==> src/include/crc16_engine_params.svh <==
// Behaviour
// 16-bit checksum with polynomial 0x1021, one input byte per update.
// data port write, selector 00 loads seed low byte, 01 seed high byte.
// data port read, selector 00 gives result low byte, 01 high byte.
// selector 11 write feeds checksum; selector 10 writes, 10/11 reads reserved.
// each input byte updates the running value, starting from the seed; cpu input bytes written during an automatic run are dropped.
// software keeps selector at 11 during the automatic flash checksum.
// software sets flash start address high/low before the trigger.
// end address is 7-bit lower bound followed by nine ones.
// mode code 0x80 selects automatic flash read for checksum.
// automatic run starts only after 0x46 then 0xb9 to sequence command.
// automatic mode fetches bytes start to end and feeds each to checksum.
// mirror register reads back the last written byte bit-reversed.
// mode codes: 0x00 standby, 0x01 read, 0x02 program, 0x03 page erase.
// mode 0x04 writes protected register page, 0x05 reads it.
// 0x81/0x82 read/program with address increment; other codes reserved.
// selector sits in bits 5 and 4 of aux control, read/write.
// bytes enter MSB first, no reflection, no final inversion.
// updated result readable the cycle after a data byte write.
`ifndef CRC16_ENGINE_PARAMS_SVH
`define CRC16_ENGINE_PARAMS_SVH

`define CRC_POLY 16'h1021
`define AXI_ADDR_W 12

// register indices; byte address is four times the index
`define IDX_AUX 10'h0a2
`define IDX_DATA 10'h0b6
`define IDX_FMODE 10'h0e5
`define IDX_MIRROR 10'h0c0
`define IDX_ADRH 10'h0c1
`define IDX_ADRL 10'h0c2
`define IDX_LBOUND 10'h0c3
`define IDX_SEQUENCE_COMMAND 10'h0c4
`define IDX_STATUS 10'h0c5

`define SEL_HI 5
`define SEL_LO 4
`define DPS_BIT 0
`define SEL_SEED_LOW 2'h0
`define SEL_SEED_HIGH 2'h1
`define SEL_RESERVED 2'h2
`define SEL_INPUT 2'h3

`define MODE_STANDBY 8'h00
`define MODE_READ 8'h01
`define MODE_PROG 8'h02
`define MODE_ERASE 8'h03
`define MODE_PAGEP_WR 8'h04
`define MODE_PAGEP_RD 8'h05
`define MODE_AUTO_CRC 8'h80
`define MODE_READ_INC 8'h81
`define MODE_PROG_INC 8'h82

`define TRIG_FIRST 8'h46
`define TRIG_SECOND 8'hb9
`define END_LOW_ONES 9'h1ff

`define AUX_RESET 8'h00
`define DATA_RESET 16'h0000
`define FMODE_RESET 8'h00
`define MIRROR_RESET 8'h00
`define RESP_OKAY 2'h0
`define RESP_SLVERR 2'h2

`endif

==> src/include/crc16_engine_pkg.sv <==
`include "crc16_engine_params.svh"

package crc16_engine_pkg;

  typedef enum logic {RUN_IDLE, RUN_FETCH} run_state_t;

  typedef enum logic [3:0] {
    FM_STANDBY, FM_READ, FM_PROG, FM_ERASE, FM_PAGEP_WR, FM_PAGEP_RD,
    FM_AUTO_CRC, FM_READ_INC, FM_PROG_INC, FM_RESERVED
  } flash_mode_t;

  typedef struct packed {
    logic awvalid;
    logic [`AXI_ADDR_W-1:0] awaddr;
    logic wvalid;
    logic [31:0] wdata;
    logic [3:0] wstrb;
    logic bready;
    logic arvalid;
    logic [`AXI_ADDR_W-1:0] araddr;
    logic rready;
  } axi_req_t;

  typedef struct packed {
    logic awready;
    logic wready;
    logic bvalid;
    logic [1:0] bresp;
    logic arready;
    logic rvalid;
    logic [31:0] rdata;
    logic [1:0] rresp;
  } axi_rsp_t;

  typedef struct packed {
    logic req;
    logic [15:0] addr;
  } flash_req_t;

  typedef struct packed {
    logic ack;
    logic [7:0] data;
  } flash_rsp_t;

  typedef struct packed {
    run_state_t run;
    logic [15:0] crc;
    logic [1:0] sel;
    logic dps;
    logic [7:0] fmode;
    flash_mode_t modeKind;
    logic [7:0] adrh;
    logic [7:0] adrl;
    logic [6:0] lbound;
    logic armed;
    logic [15:0] walkAddr;
    logic awTaken;
    logic [`AXI_ADDR_W-1:0] awAddr;
    logic wTaken;
    logic [7:0] wData;
    logic wStrb0;
    logic bValid;
    logic [1:0] bResp;
    logic rValid;
    logic [31:0] rData;
    logic [1:0] rResp;
  } engine_state_t;

endpackage

==> src/design/crc16_byte_step.sv <==
`timescale 1ns/1ps
`default_nettype none
`include "crc16_engine_params.svh"

module crc16_byte_step #(
  parameter logic [15:0] POLY = `CRC_POLY
) (
  input wire logic [15:0] crcIn,
  input wire logic [7:0] dataIn,
  output logic [15:0] crcOut
);

  always_comb
  begin
    crcOut = crcIn;
    for (int i = 7; i >= 0; i--)
    begin
      if (crcOut[15] ^ dataIn[i])
        crcOut = {crcOut[14:0], 1'b0} ^ POLY;
      else
        crcOut = {crcOut[14:0], 1'b0};
    end
  end

endmodule // crc16_byte_step

`default_nettype wire

==> src/design/bit_mirror_reg.sv <==
`timescale 1ns/1ps
`default_nettype none
`include "crc16_engine_params.svh"

module bit_mirror_reg #(
  parameter int W = 8
) (
  input wire logic sys_clk,
  input wire logic reset,
  input wire logic wrEn,
  input wire logic [W-1:0] wrData,
  output logic [W-1:0] rdData
);

  logic [W-1:0] storeFf;
  logic [W-1:0] nxt_store;

  always_comb
  begin
    nxt_store = wrEn ? wrData : storeFf;
  end

  always_ff @(posedge sys_clk)
  begin
    if (reset)
      storeFf <= W'(`MIRROR_RESET);
    else
      storeFf <= nxt_store;
  end

  // mirroring is pure wiring on the stored byte
  always_comb
  begin
    for (int i = 0; i < W; i++)
      rdData[i] = storeFf[W-1-i];
  end

  mirror_read_a: assert property (@(posedge sys_clk) disable iff (reset)
    wrEn |=> (rdData[0] == $past(wrData[W-1])) &&
             (rdData[W-1] == $past(wrData[0])))
    else $error("mirror byte not reversed");

endmodule // bit_mirror_reg

`default_nettype wire

==> src/design/crc16_engine.sv <==
// The AXI4-Lite slave port is this design's own decision.
`timescale 1ns/1ps
`default_nettype none
`include "crc16_engine_params.svh"

module crc16_engine (
  input wire logic sys_clk,
  input wire logic reset,
  input wire crc16_engine_pkg::axi_req_t axiReq,
  output crc16_engine_pkg::axi_rsp_t axiRsp,
  output crc16_engine_pkg::flash_req_t flashReq,
  input wire crc16_engine_pkg::flash_rsp_t flashRsp,
  output crc16_engine_pkg::flash_mode_t flashMode,
  output logic autoBusy
);

  //////////////////////////////////////////////////////////////////////////////
  // state and helpers

  crc16_engine_pkg::engine_state_t q;
  crc16_engine_pkg::engine_state_t nxt_q;

  logic [9:0] wIdx;
  logic [9:0] rIdx;
  logic doWrite;
  logic dataWr;
  logic scmdWr;
  logic mirrorWr;
  logic [7:0] mirrorOut;
  logic [7:0] stepByte;
  logic [15:0] stepOut;
  logic [15:0] endAddr;
  logic flashTake;
  logic arTake;
  logic [31:0] rdMux;
  logic [1:0] rdResp;

  assign wIdx = q.awAddr[`AXI_ADDR_W-1:2];
  assign rIdx = axiReq.araddr[`AXI_ADDR_W-1:2];
  // a write lands only once both address and data have been taken
  assign doWrite = q.awTaken && q.wTaken && q.wStrb0;
  assign dataWr = doWrite && (wIdx == `IDX_DATA);
  assign scmdWr = doWrite && (wIdx == `IDX_SEQUENCE_COMMAND);
  assign mirrorWr = doWrite && (wIdx == `IDX_MIRROR);
  assign endAddr = {q.lbound, `END_LOW_ONES};
  assign flashTake = (q.run == crc16_engine_pkg::RUN_FETCH) && flashRsp.ack;
  assign arTake = axiReq.arvalid && !q.rValid;
  // the flash feed owns the checksum input while a run is active
  assign stepByte = flashTake ? flashRsp.data : q.wData;

  crc16_byte_step #(
    .POLY(`CRC_POLY)
  ) crc16_byte_step_inst (
    .crcIn(q.crc),
    .dataIn(stepByte),
    .crcOut(stepOut)
  );

  bit_mirror_reg #(
    .W(8)
  ) bit_mirror_reg_inst (
    .sys_clk(sys_clk),
    .reset(reset),
    .wrEn(mirrorWr),
    .wrData(q.wData),
    .rdData(mirrorOut)
  );

  //////////////////////////////////////////////////////////////////////////////
  // bus outputs

  assign axiRsp.awready = !q.awTaken && !q.bValid;
  assign axiRsp.wready = !q.wTaken && !q.bValid;
  assign axiRsp.bvalid = q.bValid;
  assign axiRsp.bresp = q.bResp;
  assign axiRsp.arready = !q.rValid;
  assign axiRsp.rvalid = q.rValid;
  assign axiRsp.rdata = q.rData;
  assign axiRsp.rresp = q.rResp;
  assign flashReq.req = (q.run == crc16_engine_pkg::RUN_FETCH);
  assign flashReq.addr = q.walkAddr;
  assign flashMode = q.modeKind;
  assign autoBusy = (q.run == crc16_engine_pkg::RUN_FETCH);

  //////////////////////////////////////////////////////////////////////////////
  // read mux

  always_comb
  begin
    rdMux = 32'h0000_0000;
    rdResp = `RESP_OKAY;
    unique case (rIdx)
      `IDX_AUX:
      begin
        rdMux[`SEL_HI:`SEL_LO] = q.sel;
        rdMux[`DPS_BIT] = q.dps;
      end
      `IDX_DATA:
      begin
        if (q.sel == `SEL_SEED_LOW)
          rdMux[7:0] = q.crc[7:0];
        else if (q.sel == `SEL_SEED_HIGH)
          rdMux[7:0] = q.crc[15:8];
        // reserved selector reads give zero
        else
          rdMux[7:0] = 8'h00;
      end
      `IDX_FMODE: rdMux[7:0] = q.fmode;
      `IDX_MIRROR: rdMux[7:0] = mirrorOut;
      `IDX_ADRH: rdMux[7:0] = q.adrh;
      `IDX_ADRL: rdMux[7:0] = q.adrl;
      `IDX_LBOUND: rdMux[6:0] = q.lbound;
      `IDX_SEQUENCE_COMMAND: rdMux[7:0] = 8'h00;
      `IDX_STATUS: rdMux[1:0] = {q.armed, autoBusy};
      default: rdResp = `RESP_SLVERR;
    endcase
  end

  //////////////////////////////////////////////////////////////////////////////
  // mode decode

  function automatic crc16_engine_pkg::flash_mode_t decodeMode(
    input logic [7:0] code
  );
    unique case (code)
      `MODE_STANDBY: decodeMode = crc16_engine_pkg::FM_STANDBY;
      `MODE_READ: decodeMode = crc16_engine_pkg::FM_READ;
      `MODE_PROG: decodeMode = crc16_engine_pkg::FM_PROG;
      `MODE_ERASE: decodeMode = crc16_engine_pkg::FM_ERASE;
      `MODE_PAGEP_WR: decodeMode = crc16_engine_pkg::FM_PAGEP_WR;
      `MODE_PAGEP_RD: decodeMode = crc16_engine_pkg::FM_PAGEP_RD;
      `MODE_AUTO_CRC: decodeMode = crc16_engine_pkg::FM_AUTO_CRC;
      `MODE_READ_INC: decodeMode = crc16_engine_pkg::FM_READ_INC;
      `MODE_PROG_INC: decodeMode = crc16_engine_pkg::FM_PROG_INC;
      default: decodeMode = crc16_engine_pkg::FM_RESERVED;
    endcase
  endfunction

  //////////////////////////////////////////////////////////////////////////////
  // next state

  always_comb
  begin
    nxt_q = q;
    // write address and data channels, taken in either order
    if (axiReq.awvalid && axiRsp.awready)
    begin
      nxt_q.awTaken = 1'b1;
      nxt_q.awAddr = axiReq.awaddr;
    end
    if (axiReq.wvalid && axiRsp.wready)
    begin
      nxt_q.wTaken = 1'b1;
      nxt_q.wData = axiReq.wdata[7:0];
      nxt_q.wStrb0 = axiReq.wstrb[0];
    end
    if (q.bValid && axiReq.bready)
      nxt_q.bValid = 1'b0;
    if (q.awTaken && q.wTaken)
    begin
      nxt_q.awTaken = 1'b0;
      nxt_q.wTaken = 1'b0;
      nxt_q.bValid = 1'b1;
      nxt_q.bResp = `RESP_OKAY;
      unique case (wIdx)
        `IDX_AUX, `IDX_DATA, `IDX_FMODE, `IDX_MIRROR, `IDX_ADRH,
        `IDX_ADRL, `IDX_LBOUND, `IDX_SEQUENCE_COMMAND, `IDX_STATUS: ;
        default: nxt_q.bResp = `RESP_SLVERR;
      endcase
    end
    // register effects of a landed write
    if (doWrite)
    begin
      unique case (wIdx)
        `IDX_AUX:
        begin
          nxt_q.sel = q.wData[`SEL_HI:`SEL_LO];
          nxt_q.dps = q.wData[`DPS_BIT];
        end
        `IDX_DATA:
        begin
          unique case (q.sel)
            `SEL_SEED_LOW: nxt_q.crc[7:0] = q.wData;
            `SEL_SEED_HIGH: nxt_q.crc[15:8] = q.wData;
            `SEL_INPUT:
            begin
              // cpu bytes are dropped while the flash walk owns the input
              if (q.run == crc16_engine_pkg::RUN_IDLE)
                nxt_q.crc = stepOut;
            end
            `SEL_RESERVED: ;
          endcase
        end
        `IDX_FMODE:
        begin
          nxt_q.fmode = q.wData;
          nxt_q.armed = 1'b0;
        end
        `IDX_ADRH: nxt_q.adrh = q.wData;
        `IDX_ADRL: nxt_q.adrl = q.wData;
        `IDX_LBOUND: nxt_q.lbound = q.wData[6:0];
        `IDX_SEQUENCE_COMMAND:
        begin
          nxt_q.armed = 1'b0;
          if (q.wData == `TRIG_FIRST)
            nxt_q.armed = 1'b1;
          else if (q.wData == `TRIG_SECOND && q.armed &&
                   q.fmode == `MODE_AUTO_CRC &&
                   q.run == crc16_engine_pkg::RUN_IDLE)
          begin
            nxt_q.run = crc16_engine_pkg::RUN_FETCH;
            nxt_q.walkAddr = {q.adrh, q.adrl};
          end
        end
        default: ;
      endcase
    end
    nxt_q.modeKind = decodeMode(nxt_q.fmode);
    // automatic walk, one byte per flash acknowledge
    if (flashTake)
    begin
      nxt_q.crc = stepOut;
      if (q.walkAddr == endAddr)
        nxt_q.run = crc16_engine_pkg::RUN_IDLE;
      else
        nxt_q.walkAddr = q.walkAddr + 16'h0001;
    end
    // read channel
    if (q.rValid && axiReq.rready)
      nxt_q.rValid = 1'b0;
    if (arTake)
    begin
      nxt_q.rValid = 1'b1;
      nxt_q.rData = rdMux;
      nxt_q.rResp = rdResp;
    end
  end

  //////////////////////////////////////////////////////////////////////////////
  // state register

  always_ff @(posedge sys_clk)
  begin
    if (reset)
    begin
      q <= '0;
      q.run <= crc16_engine_pkg::RUN_IDLE;
      q.crc <= `DATA_RESET;
      q.sel <= 2'((`AUX_RESET) >> `SEL_LO);
      q.fmode <= `FMODE_RESET;
      q.modeKind <= crc16_engine_pkg::FM_STANDBY;
    end
    else
      q <= nxt_q;
  end

  //////////////////////////////////////////////////////////////////////////////
  // checks

  input_step_a: assert property (@(posedge sys_clk) disable iff (reset)
    (dataWr && q.sel == `SEL_INPUT && q.run == crc16_engine_pkg::RUN_IDLE)
    |=> q.crc == $past(stepOut))
    else $error("input byte did not update checksum");

  seed_low_a: assert property (@(posedge sys_clk) disable iff (reset)
    (dataWr && q.sel == `SEL_SEED_LOW)
    |=> q.crc[7:0] == $past(q.wData) && $stable(q.crc[15:8]))
    else $error("seed low byte not loaded");

  seed_high_a: assert property (@(posedge sys_clk) disable iff (reset)
    (dataWr && q.sel == `SEL_SEED_HIGH)
    |=> q.crc[15:8] == $past(q.wData) && $stable(q.crc[7:0]))
    else $error("seed high byte not loaded");

  result_read_a: assert property (@(posedge sys_clk) disable iff (reset)
    (arTake && rIdx == `IDX_DATA && q.sel == `SEL_SEED_HIGH)
    |=> q.rValid && q.rData[7:0] == $past(q.crc[15:8]))
    else $error("high result byte not returned");

  reserved_read_a: assert property (@(posedge sys_clk) disable iff (reset)
    (arTake && rIdx == `IDX_DATA && q.sel[1])
    |=> q.rData == 32'h0000_0000)
    else $error("reserved selector read not zero");

  walk_end_a: assert property (@(posedge sys_clk) disable iff (reset)
    (flashTake && q.walkAddr == {q.lbound, `END_LOW_ONES})
    |=> q.run == crc16_engine_pkg::RUN_IDLE)
    else $error("walk ran past end address");

  no_trigger_a: assert property (@(posedge sys_clk) disable iff (reset)
    (scmdWr && !q.armed && q.run == crc16_engine_pkg::RUN_IDLE)
    |=> q.run == crc16_engine_pkg::RUN_IDLE)
    else $error("run started without first trigger byte");

  auto_start_a: assert property (@(posedge sys_clk) disable iff (reset)
    (scmdWr && q.wData == `TRIG_SECOND && q.armed &&
     q.fmode == `MODE_AUTO_CRC && q.run == crc16_engine_pkg::RUN_IDLE)
    |=> flashReq.req && flashReq.addr == $past({q.adrh, q.adrl}))
    else $error("trigger sequence did not start walk");

  flash_feed_a: assert property (@(posedge sys_clk) disable iff (reset)
    flashTake && q.walkAddr != endAddr
    |=> q.crc == $past(stepOut) && q.walkAddr == $past(q.walkAddr) + 16'h1)
    else $error("flash byte not fed to checksum");

  mode_inc_a: assert property (@(posedge sys_clk) disable iff (reset)
    q.fmode == `MODE_READ_INC
    |-> flashMode == crc16_engine_pkg::FM_READ_INC)
    else $error("increment read mode not decoded");

  sel_field_a: assert property (@(posedge sys_clk) disable iff (reset)
    (arTake && rIdx == `IDX_AUX) |=> q.rData[5:4] == $past(q.sel))
    else $error("selector field not readable");

  run_done_c: cover property (@(posedge sys_clk) disable iff (reset)
    $fell(autoBusy));
  seed_then_data_c: cover property (@(posedge sys_clk) disable iff (reset)
    (dataWr && q.sel == `SEL_SEED_HIGH) ##[1:20]
    (dataWr && q.sel == `SEL_INPUT));
  slverr_c: cover property (@(posedge sys_clk) disable iff (reset)
    q.bValid && q.bResp == `RESP_SLVERR);

endmodule // crc16_engine

`default_nettype wire

==> config.mk <==
export PLATFORM = sky130hd
export DESIGN_NAME = crc16_engine
export DESIGN_NICKNAME = d
export VERILOG_FILES = /design/src/include/crc16_engine_pkg.sv /design/src/design/crc16_byte_step.sv /design/src/design/bit_mirror_reg.sv /design/src/design/crc16_engine.sv
export VERILOG_INCLUDE_DIRS = /design/src /design/src/include
export SDC_FILE = /design/constraint.sdc
export NUM_CORES = 1
export LEC_CHECK = 0
export BUFFER_PORTS_ARGS = -buffer_cell sky130_fd_sc_hd__clkbuf_2
export CAP_MARGIN = 20
export CORE_MARGIN = 2
export CORE_UTILIZATION = 45
export DETAILED_ROUTE_END_ITERATION = 16
export GPL_ROUTABILITY_DRIVEN = 1
export PLACE_DENSITY = 0.64
export SETUP_SLACK_MARGIN = 0.05
export SYNTH_ARGS = -nofsm -noshare
export SYNTH_HDL_FRONTEND = slang
export SYNTH_SLANG_ARGS = --single-unit
==> constraint.sdc <==
create_clock -name sys_clk -period 6.5 [get_ports sys_clk]
set_input_delay 1.3 -clock sys_clk [delete_from_list [all_inputs] [get_ports sys_clk]]
set_output_delay 1.3 -clock sys_clk [all_outputs]
set_load 0.02 [all_outputs]
==> metrics, run 1 <==
status=completed; DR WL/cell=17.8 um; detailed-route vias per instance=5.79; Total Negative Setup Slacks=0 ns; Syn Area/Cell=8.16 um^2; number of CTS-inserted buffers=17; switching portion of total power=23.0%; Crit path max-delay family=simple AND/OR/NAND/NOR gates; Post-synth EDFFs=0; final worst-path setup slack=2.98 ns; Worst EP required=6.84 ns; combinational power share=6.9%; first-pass GRT wire length=28.2 mm; clock power share=54.3%; reg2reg end=flashReq[15]; via count=5761; post-route ant nets=0; ant diodes=0; Hold Crit Depth=2; DRT iter0 DRCs=564; initial antenna violation count=0; leakage power=0.00280 uW; nets=879; Final Max Tran Viols=0; Max rail drop VDD=0.174 mV; cells on worst reg2reg path=4; Crit path depth=5; RD Place Congestion=0.877; Core ar.=13800 um^2; predominant post-synthesis flop cell=dfxtp_1; cells after synthesis=772; Worst Setup Start Kind=primary input; RSZ-0062 raised after global routing=no; Final Hold Vio Count=0; WP buf/inv=1; row count=43; fraction of registers with async set/reset=0%; Setup Skew=0.00964 ns; clk sinks=113; hold path endpoint=bit_mirror_reg_inst.storeFf[7]; Synth top area share=35.9%; sequential share of power=38.8%; synth unique cells=69; I/O pin cnt=139; min-delay worst type=register to register; I/O Buffers=81; pre-CTS setup slack=2.58 ns; Placed Area=6450 um^2; number of global-route vias before repair=5489; pin slew with the least headroom to its limit=1.10 ns; hold_sp=bit_mirror_reg_inst.storeFf[7]; clock tree buffer depth=2; Post-CTS Setup Inserts=0; Peak Freq=284 MHz; Int Pwr=1460 uW; Die Span Y=122 um; Crit path arrival time=3.87 ns; most frequent cells in the layout=nand2_1 (113), dfxtp_1 (113), clkbuf_2 (80); Reg2Reg Setup Slack=3.30 ns; Post-Syn Area=6300 um^2; synthesized flop and latch total=113; Final Setup Violations=0; GRT Resource Usage Total=24.5%; fin crit period=3.52 ns; Util after Layout=51.7%; Final Instance Area=7120 um^2; TritonRoute pass-1 iters=5; final WL=17.7 mm; Pwr Density=266 nW/um^2; CTS resizes=0; TritonCTS clock tree=done; sw power=435 uW; critical path endpoint category=register; synth warn=0; Crit path largest cell delay=0.86 ns; drt drc=0; post-detail-place hpwl=12.3 mm; area grow syn2layout=13.0%; CP max-delay cell=and2_1; Final Cycle Share=54.2%; reg-to-reg startpoint=autoBusy; Slew HR=26.7%; Max-Cap Viols=0; Initial Util=45.7%; Reg clk slew, reported paths=0.05 ns; # fillers=1355; CP max FO=20; layout cells sized above 1=17.4%; Seq/Total Area, Yosys=35.9%; GR Overflow Total=0; Die Area=15000 um^2; CP Class=primary input to register; Die W=122 um; hold_buf cts=0; Root Buffer=clkbuf_16; Worst-Skew Late Latency=0.42 ns; htree depth=4; biggest area consumer among synthesized cells=dfxtp_1; most area-consuming cells after synthesis=dfxtp_1 (36%), buf_4 (7.0%), nand2_1 (6.7%); largest net degree at the start of global routing=83; ordered list of cells on the worst path=clkbuf_2 -> and2_1 -> nand2_1 -> or4b_2 -> o211ai_1
kinds of logic (layout without fill, tap and decap cells):
logic type,Yosys count,count (layout),share of synthesized area [%]
simple gates,307,307,24.0
compound gates,162,162,16.0
flops,113,113,35.9
buf+inv,112,130,10.3
mux,47,47,8.78
xor+xnor,29,29,4.71
fa+ha+maj,1,1,0.199
other cells,1,26,0.0595
metal layers:
metal	global-route usage, %	vias up	wire [um]
met1	32.0	2727	7610
met4	10.1	0	490
met3	7.43	37	1530
met2	37.5	257	8040
met5	0	-	0
li1	-	2740	-
through the flow:
| step | cells | power [uW] | hold slack [ns] |
|---|---|---|---|
| 2_1_floorplan | 797 | 848 | 0.432 |
| 3_3_place_gp | 961 | 873 | 0.439 |
| 3_5_place_dp | 961 | 877 | 0.453 |
| 4_1_cts | 993 | 1900 | 0.459 |
| 5_1_grt | 995 | 1950 | 0.483 |
| 6_report | 995 | 1890 | 0.457 |
worst max-delay path by stage:
| stage | startpoint | end |
|---|---|---|
| CTS | flashRsp[8] | flashReq[15] |
| floorplan | axiReq[6] | axiRsp[6] |
| global route | flashRsp[8] | flashReq[15] |
| finish | flashRsp[8] | flashReq[15] |
| detailed placement | flashRsp[8] | flashReq[15] |
| global placement | flashRsp[8] | flashReq[15] |
state kept, by name (all words and copies together) (netlist names):
| signal | cells |
|---|---|
| autoBusy | 1 |
| axiRsp | 12 |
| bit_mirror_reg_inst.storeFf | 8 |
| endAddr | 7 |
| flashMode | 4 |
| flashReq | 16 |
| q | 65 |
area by class of cell:
cell class                 count  area (um^2)  area share [%]
clock buffer                  21          470            6.61
clock inverter                11          183            2.57
inverter                      12         45.0           0.633
multi-input combinational    572         3490            49.1
sequential                   113         2260            31.8
tap                          180          225            3.16
timing repair buffer          86          440            6.19
power groups by stage:
stage	sequential (uW)	combinational, uW	clock, uW
floorplan	729	119	0
global placement	746	127	0
detailed placement	747	129	0
CTS	733	130	1040
global route	736	144	1070
finish	734	131	1030
worst reg2reg max path: cells and delay by family, from the launching register on:
| kind | cells | cell delay [ns] |
|---|---|---|
| compound gates | 1 | 0.10 |
| flops | 1 | 0.59 |
| simple gates | 3 | 2.44 |
synth_stat cells, types with 10 or more instances:
| master | instances |
|---|---|
| a21oi_1 | 75 |
| a31oi_1 | 10 |
| buf_4 | 59 |
| clkbuf_1 | 32 |
| dfxtp_1 | 113 |
| inv_1 | 12 |
| mux2i_1 | 35 |
| nand2_1 | 113 |
| nand3_1 | 50 |
| nor2_1 | 52 |
| nor3_1 | 14 |
| o21ai_0 | 19 |
| or3_1 | 10 |
| xnor2_1 | 12 |
| xor2_1 | 14 |
Note: power is estimated with default switching activity, not from simulation.
==> run 2, diff against run 1 <==
clock period = 3.6 ns   (was 6.5 ns; I/O delays follow)
==> run 2 against run 1 <==
Compared with the run above:
- setup slack worse by 2.1 ns
- global-route usage down 0.098 points
- register-to-register slack worse by 2.4 ns
- design area down 0.77%
- clock power up 53%
- critical path type is now register to register
- largest power group unchanged
- highest routed layer unchanged
==> metrics, run 2 (synthesis results as in run 1) <==
sequential share of power=42.1%; CP max-delay cell=or4_1; row count=43; Initial Util=45.7%; Final Setup Violations=0; Int Pwr=2370 uW; cells on worst reg2reg path=6; fin crit period=2.71 ns; first-pass GRT wire length=28.0 mm; Root Buffer=clkbuf_16; Max rail drop VDD=0.274 mV; RD Place Congestion=0.883; via count=5832; busiest metal layer after global routing=met2; DRT iter0 DRCs=556; Largest Register=q; Die W=122 um; I/O pin cnt=139; Post-Layout Cell Count=1000; Final Hold Vio Count=0; Hold Crit Depth=2; WP buf/inv=0; clock tree buffer depth=2; reg2reg end=flashReq[9]; layout cells sized above 1=17.6%; GR Overflow Total=0; max FFs per register=65; drt drc=0; clock power share=50.2%; placed cell count=969; grt met2 use=38.0%; Die Span Y=122 um; CP Class=register to register; Worst Setup Start Kind=register; DR WL/cell=17.7 um; hold_sp=axiRsp[7]; Final Cycle Share=75.4%; CP max FO=15; Setup Skew=0.00831 ns; Slew HR=43.7%; met1 usage=32.1%; final WL=17.7 mm; RSZ-0062 raised after global routing=no; reg-to-reg startpoint=q[108]; min-delay worst type=register to register; hold_buf cts=0; Post-CTS Setup Inserts=0; post-route ant nets=0; ant diodes=0; sw power=773 uW; Crit path arrival time=3.01 ns; met3 usage=7.02%; ordered list of cells on the worst path=or4_1 -> or2_2 -> nor4_1 -> nand2_1 -> o21ai_0 -> a211oi_1; Peak Freq=368 MHz; I/O Buffers=81; Die Area=15000 um^2; TritonRoute pass-1 iters=5; leakage power=0.00278 uW; switching portion of total power=24.6%; area grow syn2layout=12.1%; number of global-route vias before repair=5414; post-detail-place hpwl=12.6 mm; critical path endpoint category=register; pin slew with the least headroom to its limit=0.845 ns; combinational power share=7.7%; Reg2Reg Setup Slack=0.89 ns; detailed-route vias per instance=5.83; CTS resizes=0; Total Negative Setup Slacks=0 ns; TritonCTS clock tree=done; hold path endpoint=axiRsp[7]; Worst EP required=3.90 ns; GRT Resource Usage Total=24.4%; Reg clk slew, reported paths=0.05 ns; largest net degree at the start of global routing=52; htree depth=4; nets=885; status=completed; Crit path max-delay family=simple AND/OR/NAND/NOR gates; Crit path largest cell delay=0.59 ns; initial antenna violation count=0; Final Max Tran Viols=0; clk sinks=113; Core ar.=13800 um^2; Pwr Density=445 nW/um^2; most frequent cells in the layout=nand2_1 (113), dfxtp_1 (113), clkbuf_2 (80); number of CTS-inserted buffers=17; Max-Cap Viols=0; Worst-Skew Late Latency=0.42 ns
run 2: cell types whose count changed in the layout (fill, tap and decap cells not counted):
cell        change
buf_4           +7
bufinv_16       -4
clkbuf_1        +3
buf_2           -1
clkbuf_8        +1
clkinvlp_4      -1
run 2: layout make-up:
cell class | instances | area [um^2]
inverter | 12 | 45.0
timing repair buffer | 92 | 488
clock buffer | 25 | 495
clock inverter | 6 | 55.1
sequential | 113 | 2260
tap | 180 | 225
fill | 1312 | 6710
multi-input combinational | 572 | 3490
run 2: stage by stage:
| step | total power (uW) | utilization, % | hold slack (ns) | area, um^2 | worst slack, ns |
|---|---|---|---|---|---|
| global placement | 1580 | 47.3 | 0.441 | 6510 | 0.715 |
| finish | 3140 | 51.3 | 0.450 | 7060 | 0.886 |
| global route | 3250 | 51.3 | 0.482 | 7060 | 0.778 |
| CTS | 3160 | 51.3 | 0.455 | 7060 | 0.906 |
| detailed placement | 1590 | 47.3 | 0.449 | 6510 | 0.647 |
| floorplan | 1530 | - | 0.432 | 6390 | 1.22 |
run 2: how the worst max path moves through the flow:
| stage | to | startpoint | cells past startpoint | slack (ns) |
|---|---|---|---|---|
| floorplan | axiRsp[6] | axiReq[6] | 6 | 1.22 |
| global placement | flashReq[15] | flashRsp[8] | 6 | 0.72 |
| detailed placement | flashReq[15] | flashRsp[8] | 6 | 0.65 |
| CTS | flashReq[9] | q[108] | 6 | 0.91 |
| global route | flashReq[9] | q[108] | 6 | 0.78 |
| finish | flashReq[9] | q[108] | 6 | 0.89 |
run 2: worst register-to-register path: cells and delay by family (launching register included):
family,cells,cell delay (ns)
and+or+nand+nor,4,1.79
AOI/OAI and AO/OA,2,0.49
DFF,1,0.32
run 2: power groups by stage:
stage / Sequential (uW) / Combinational, uW / Clock, uW
after floorplan: 1320 / 215 / 0
after global placement: 1350 / 236 / 0
after detailed placement: 1350 / 240 / 0
after CTS: 1320 / 241 / 1590
after global routing: 1330 / 268 / 1650
final: 1320 / 241 / 1580
run 2: metal layers:
layer / vias up / share of wire (%) / routed length, um
met4: 0 / 2.4 / 418
met5: - / 0 / 0
met3: 28 / 8.3 / 1470
li1: 2748 / - / -
met2: 277 / 46 / 8040
met1: 2779 / 44 / 7740
